`config.mk`:
```
export PLATFORM = sky130hd
export DESIGN_NAME = chip_boot_program_control
export DESIGN_NICKNAME = d
export VERILOG_FILES = /design/src/verilog/chip_boot_pkg.sv /design/src/verilog/chip_boot_program_control.sv
export SDC_FILE = /design/constraint.sdc
export NUM_CORES = 1
export LEC_CHECK = 0
export ABC_AREA = 1
export BUFFER_PORTS_ARGS = -buffer_cell sky130_fd_sc_hd__buf_2
export CAP_MARGIN = 20
export CORE_AREA = 2 2 58 60
export CTS_CLUSTER_DIAMETER = 100
export DETAILED_ROUTE_END_ITERATION = 8
export DIE_AREA = 0 0 60 62
export PLACE_DENSITY_LB_ADDON = 0.2
export SKIP_LAST_GASP = 1
export SLEW_MARGIN = 25
export SYNTH_ARGS = -nofsm -noshare
export SYNTH_HDL_FRONTEND = slang
export SYNTH_SLANG_ARGS = --single-unit
```
`constraint.sdc`:
```
create_clock -name i_clock -period 1.68 [get_ports i_clock]
set_clock_uncertainty 0.15 [all_clocks]
set_input_delay 0.084 -clock i_clock [delete_from_list [all_inputs] [get_ports i_clock]]
set_output_delay 0.084 -clock i_clock [all_outputs]
set_load 0.01 [all_outputs]
```
`src/verilog/chip_boot_pkg.sv`:
```
// chip boot and program control: constants and types
// assumes one core clock and an ahb-lite register bus
package chip_boot_pkg;
   localparam logic [7:0] CHIP_CONTROL_OFFSET = 8'hBF;
   localparam int         BIT_REBOOT          = 7;
   localparam int         BIT_AUX_RAM         = 4;
   localparam int         BIT_ZERO_HI         = 3;
   localparam int         BIT_ZERO_LO         = 2;
   localparam int         BIT_LOADER_SEL      = 1;
   localparam int         BIT_PROG_EN         = 0;
   localparam logic [7:0] CHIP_CONTROL_RESET  = 8'h00;
   localparam int         REBOOT_PULSE_CYCLES = 4;
   localparam logic [1:0] HTRANS_NONSEQ       = 2'h2;
   localparam logic [2:0] HSIZE_WORD          = 3'h2;

   typedef struct packed {
      logic aux_ram_enable;
      logic loader_location_select;
      logic flash_program_enable;
   } ctrl_bits_t;

   typedef enum logic [1:0] {RUN, IDLE_WAIT, PROGRAMMING} mode_state_t;
endpackage

```
`src/verilog/chip_boot_program_control.sv`:
```
// chip control register, reboot and flash programming mode control
// assumes ahb-lite single word transfers and synchronous core-side idle/wake pulses
//
// The AHB-Lite register port was decided locally.
`timescale 1ns/1ps
module chip_boot_program_control
   import chip_boot_pkg::*;
(
   // clock and reset
   input  wire logic        i_clock,
   input  wire logic        i_rst,
   // ahb-lite slave
   input  wire logic        i_hsel,
   input  wire logic [31:0] i_haddr,
   input  wire logic [1:0]  i_htrans,
   input  wire logic        i_hwrite,
   input  wire logic [2:0]  i_hsize,
   input  wire logic [31:0] i_hwdata,
   input  wire logic        i_hready,
   output logic      [31:0] o_hrdata,
   output logic             o_hreadyout,
   output logic             o_hresp,
   // core status
   input  wire logic        i_idle_entered,
   input  wire logic        i_irq_wake,
   input  wire logic        i_small_boot_mode,
   // chip controls
   output logic             o_chip_reset,
   output logic             o_aux_ram_enable,
   output logic             o_fetch_from_loader,
   output logic             o_loader_in_small_area,
   output logic             o_flash_write_allowed,
   output logic             o_programming_mode
);
   ctrl_bits_t   ctrl;
   mode_state_t  mode;
   mode_state_t  next_mode;
   logic         wr_pend;
   logic [2:0]   rst_cnt;
   logic [7:0]   rd_byte;

   // programming mode decode, used by several outputs
   function automatic logic is_prog(input mode_state_t m);
      is_prog = m == PROGRAMMING;
   endfunction

   // refuse a pulse length below 2 or above the 7 that the 3-bit counter can hold
   if (REBOOT_PULSE_CYCLES < 2 || REBOOT_PULSE_CYCLES > 7) begin : g_pulse_check
      $error("reboot pulse length out of range");
   end

   wire          addr_hit  = i_haddr[9:2] == CHIP_CONTROL_OFFSET;
   wire          take      = i_hsel & i_hready & (i_htrans == HTRANS_NONSEQ) & (i_hsize == HSIZE_WORD);
   wire          rd_hit    = take & ~i_hwrite & addr_hit;
   wire          wr_hit    = take & i_hwrite & addr_hit;
   wire          wr_now    = wr_pend;
   wire [7:0]    wbyte     = i_hwdata[7:0];
   wire          reboot_go = wr_now & wbyte[BIT_REBOOT] & ctrl.loader_location_select
                             & ctrl.flash_program_enable;
   assign rd_byte = {i_small_boot_mode, 2'h0, ctrl.aux_ram_enable, 2'h0,
                     ctrl.loader_location_select, ctrl.flash_program_enable};

   always_ff @(posedge i_clock) begin
      if (i_rst) begin
         wr_pend  <= 1'b0;
         o_hrdata <= 32'h0;
      end else begin
         wr_pend  <= wr_hit;
         o_hrdata <= rd_hit ? {24'h0, rd_byte} : 32'h0;
      end
   end

   always_ff @(posedge i_clock) begin
      if (i_rst | (rst_cnt != 3'h0)) begin
         ctrl <= {CHIP_CONTROL_RESET[BIT_AUX_RAM], CHIP_CONTROL_RESET[BIT_LOADER_SEL],
                  CHIP_CONTROL_RESET[BIT_PROG_EN]};
      end else if (wr_now) begin
         ctrl.aux_ram_enable         <= wbyte[BIT_AUX_RAM];
         ctrl.loader_location_select <= wbyte[BIT_LOADER_SEL];
         ctrl.flash_program_enable   <= wbyte[BIT_PROG_EN];
      end
   end

   always_ff @(posedge i_clock) begin
      if (i_rst) begin
         rst_cnt <= 3'h0;
      end else if (reboot_go) begin
         rst_cnt <= 3'(REBOOT_PULSE_CYCLES);
      end else if (rst_cnt != 3'h0) begin
         rst_cnt <= rst_cnt - 3'h1;
      end
   end

   always_comb begin
      next_mode = mode;
      case (mode)
         RUN: begin
            if (ctrl.flash_program_enable & i_idle_entered) begin
               next_mode = IDLE_WAIT;
            end
         end
         IDLE_WAIT: begin
            if (!ctrl.flash_program_enable) begin
               next_mode = RUN;
            end else if (i_irq_wake) begin
               next_mode = PROGRAMMING;
            end
         end
         PROGRAMMING: begin
            if (!ctrl.flash_program_enable) begin
               next_mode = RUN;
            end
         end
         default: next_mode = RUN;
      endcase
   end

   always_ff @(posedge i_clock) begin
      if (i_rst | (rst_cnt != 3'h0)) begin
         mode <= RUN;
      end else begin
         mode <= next_mode;
      end
   end

   always_ff @(posedge i_clock) begin
      if (i_rst) begin
         o_hreadyout            <= 1'b1;
         o_hresp                <= 1'b0;
         o_chip_reset           <= 1'b0;
         o_aux_ram_enable       <= 1'b0;
         o_fetch_from_loader    <= 1'b0;
         o_loader_in_small_area <= 1'b0;
         o_flash_write_allowed  <= 1'b0;
         o_programming_mode     <= 1'b0;
      end else begin
         o_hreadyout            <= 1'b1;
         o_hresp                <= 1'b0;
         o_chip_reset           <= reboot_go | (rst_cnt > 3'h1);
         o_aux_ram_enable       <= ctrl.aux_ram_enable;
         o_loader_in_small_area <= ctrl.loader_location_select;
         o_fetch_from_loader    <= is_prog(next_mode);
         o_programming_mode     <= is_prog(next_mode);
         o_flash_write_allowed  <= ctrl.flash_program_enable & is_prog(next_mode);
      end
   end
endmodule

```
==> flow_metrics.env <==
export IMPL_status="complete, no violations"
export IMPL_io_buffers=34
export IMPL_wirelength_um=1610
export IMPL_drc=0
export IMPL_p_leak_nw=0.675
export IMPL_worstSetupEndpointType="flop"
export IMPL_final_cell_mix="buf_2, conb_1, nor2_1, inv_1, dfxtp_1"
export IMPL_synth_seq_area_share_pct=36.6
export IMPL_setup_viol=0
export IMPL_post_route_util_pct=38.5
export IMPL_cts_buffers=3
export IMPL_area_delta_synth_final_pct=24.6
export IMPL_synthCells=131
export IMPL_timing_worst_setup_path_type="input pin to flop"
export IMPL_cp_start_kind="input pin"
export IMPL_placed_cell_area_um2=1080
export IMPL_synth_area_um2=983
export IMPL_ctsResizeCount=0
export IMPL_antenna_found_initial=0
export IMPL_die_width_um=60
export IMPL_grt_overflow=0
export IMPL_synth_seq_cells=18
export IMPL_antenna_cells=0
export IMPL_grt_pass1_vias=686
export IMPL_drive_gt1_share_pct=26.1
export IMPL_dr_pass1_iters=4
export IMPL_arrival_ps=1680
export IMPL_final_common_cell="buf_2"
export IMPL_clock_latency_ps=290
export IMPL_start_util_pct=30.9
export IMPL_htree_levels=1
export IMPL_setup_tns_final_ps=0
export IMPL_fin_crit_ps=1590
export IMPL_clk_path_buf_depth=2
export IMPL_hold_violations=0
export IMPL_synth_top_area_share_pct=36.6
export IMPL_grt_pass1_wl_um=2660
export IMPL_synth_area_leaders="dfxtp_1, buf_4, nor2_1"
export IMPL_grt_max_degree=11
export IMPL_rsz0062_at_grt="false"
export IMPL_io_pins=117
export IMPL_ant_nets=0
export IMPL_synth_largest_area_cell="dfxtp_1"
export IMPL_max_cap_violations=0
export IMPL_yosys_cell_types_count=21
export IMPL_period_share_pct=94.8
export IMPL_die_area_um2=3720
export IMPL_postCtsSetupBuffers=0
export IMPL_crit_fanout=8
export IMPL_vdd_drop_max_mv=0.306
export IMPL_synth_area_per_cell_um2=7.51
export IMPL_rows=21
export IMPL_cts_sinks=18
export IMPL_cts_hold_buf=11
export IMPL_cts_root_buf="clkbuf_4"
export IMPL_dieHeight_um=62
export IMPL_fin_cells=222
export IMPL_critPathRequiredTime_ps=1770
export IMPL_coreArea_um2=3180
export IMPL_rrSetupSlack_ps=400
export IMPL_drtIter0Drc=10
export IMPL_ys_warnings_count=0
export IMPL_gp_congestion=0.644
export IMPL_avgViaCountPerCell=3.61
export IMPL_powerDensity_nw_per_um2=900
export IMPL_cts_clk_slew_worst_paths_ps=100
export IMPL_grt_usage_pct=9.50
export IMPL_fin_nets=257
export IMPL_timing_fmax_ghz=0.628
export IMPL_finalMaxSlewViolations=0
export IMPL_dp_hpwl_um=1280
export IMPL_dp_cells=207
export IMPL_post_drt_wl_per_cell_um=7.27
export IMPL_hold_class="input pin to flop"
export IMPL_postLayoutCellArea_um2=1220
export IMPL_cts_tree="done"
export IMPL_total_power_mw=1.10
export IMPL_vias=802
cells in the mapped netlist:
cell type  instances
buf_4             31
nor2_1            21
dfxtp_1           18
inv_1             18
nand2_1           15
a21oi_1            6
ha_1               3
nor2_2             3
conb_1             2
nand2_2            2
nand3_1            2
a31oi_1            1
buf_2              1
inv_2              1
nand3_2            1
nand4_2            1
o211ai_1           1
o21ai_0            1
o21ai_1            1
o21bai_1           1
xor2_1             1
power by group:
group | internal [mW] | switching, mW
clock network | 0.132 | 0.129
logic | 0.140 | 0.207
registers | 0.467 | 0.0263
total | 0.739 | 0.363
per-layer routing:
layer | up-vias | GRT usage [%] | routed length (um)
met5 | - | 0 | 0
met4 | 0 | 3.81 | 14
met3 | 2 | 2.48 | 160
met2 | 44 | 16.0 | 743
met1 | 334 | 11.6 | 695
li1 | 422 | - | -
critical path: stages:
cell and delay, ps:
dlygate4sd3_1 530, buf_2 180, nor2_1 130, nand3_2 120, nor2_1 90, dlygate4sd3_1 540
cell type report:
class | instances | area, um^2
clock buffers | 4 | 36.3
fillers | 345 | 1950
inverters | 19 | 71.3
multi-input cells | 90 | 419
flip-flops and latches | 18 | 360
well taps | 46 | 57.6
repair buffers | 45 | 280
flip-flops by register name, indices dropped and copies added (netlist names), 2 cells and up:
signal	cells
ctrl	3
mode	2
o_hrdata	4
rst_cnt	3
logic make-up (layout without fill, tap and decap cells):
logic type                 count (synthesis)  count (layout)  share of synthesized area (%)
buffers and inverters                     51              68                           31.4
and+or+nand+nor                           45              45                           20.2
DFF                                       18              18                           36.6
AOI/OAI and AO/OA                         11              11                           6.23
adders and majority gates                  3               3                           3.82
other                                      2              30                          0.764
xor gates and xnor gates                   1               1                          0.891
final timing paths:
| path | from | to | cells past startpoint |
|---|---|---|---|
| setup / recovery | i_rst | o_hrdata[7] | 6 |
| hold / removal | i_hsize[0] | o_hrdata[1] | 6 |
| setup reg to reg | rst_cnt[0] | rst_cnt[1] | 8 |
| hold reg to reg | ctrl[2] | o_aux_ram_enable | 2 |
stage by stage:
step                setup WS (ps)  hold slack (ps)
floorplan                     494             46.2
global placement              442              166
detailed placement            427              165
CTS                          76.7             22.2
global route                 14.7             69.9
finish                       88.2             18.5
Note: power is estimated with default switching activity, not from simulation.
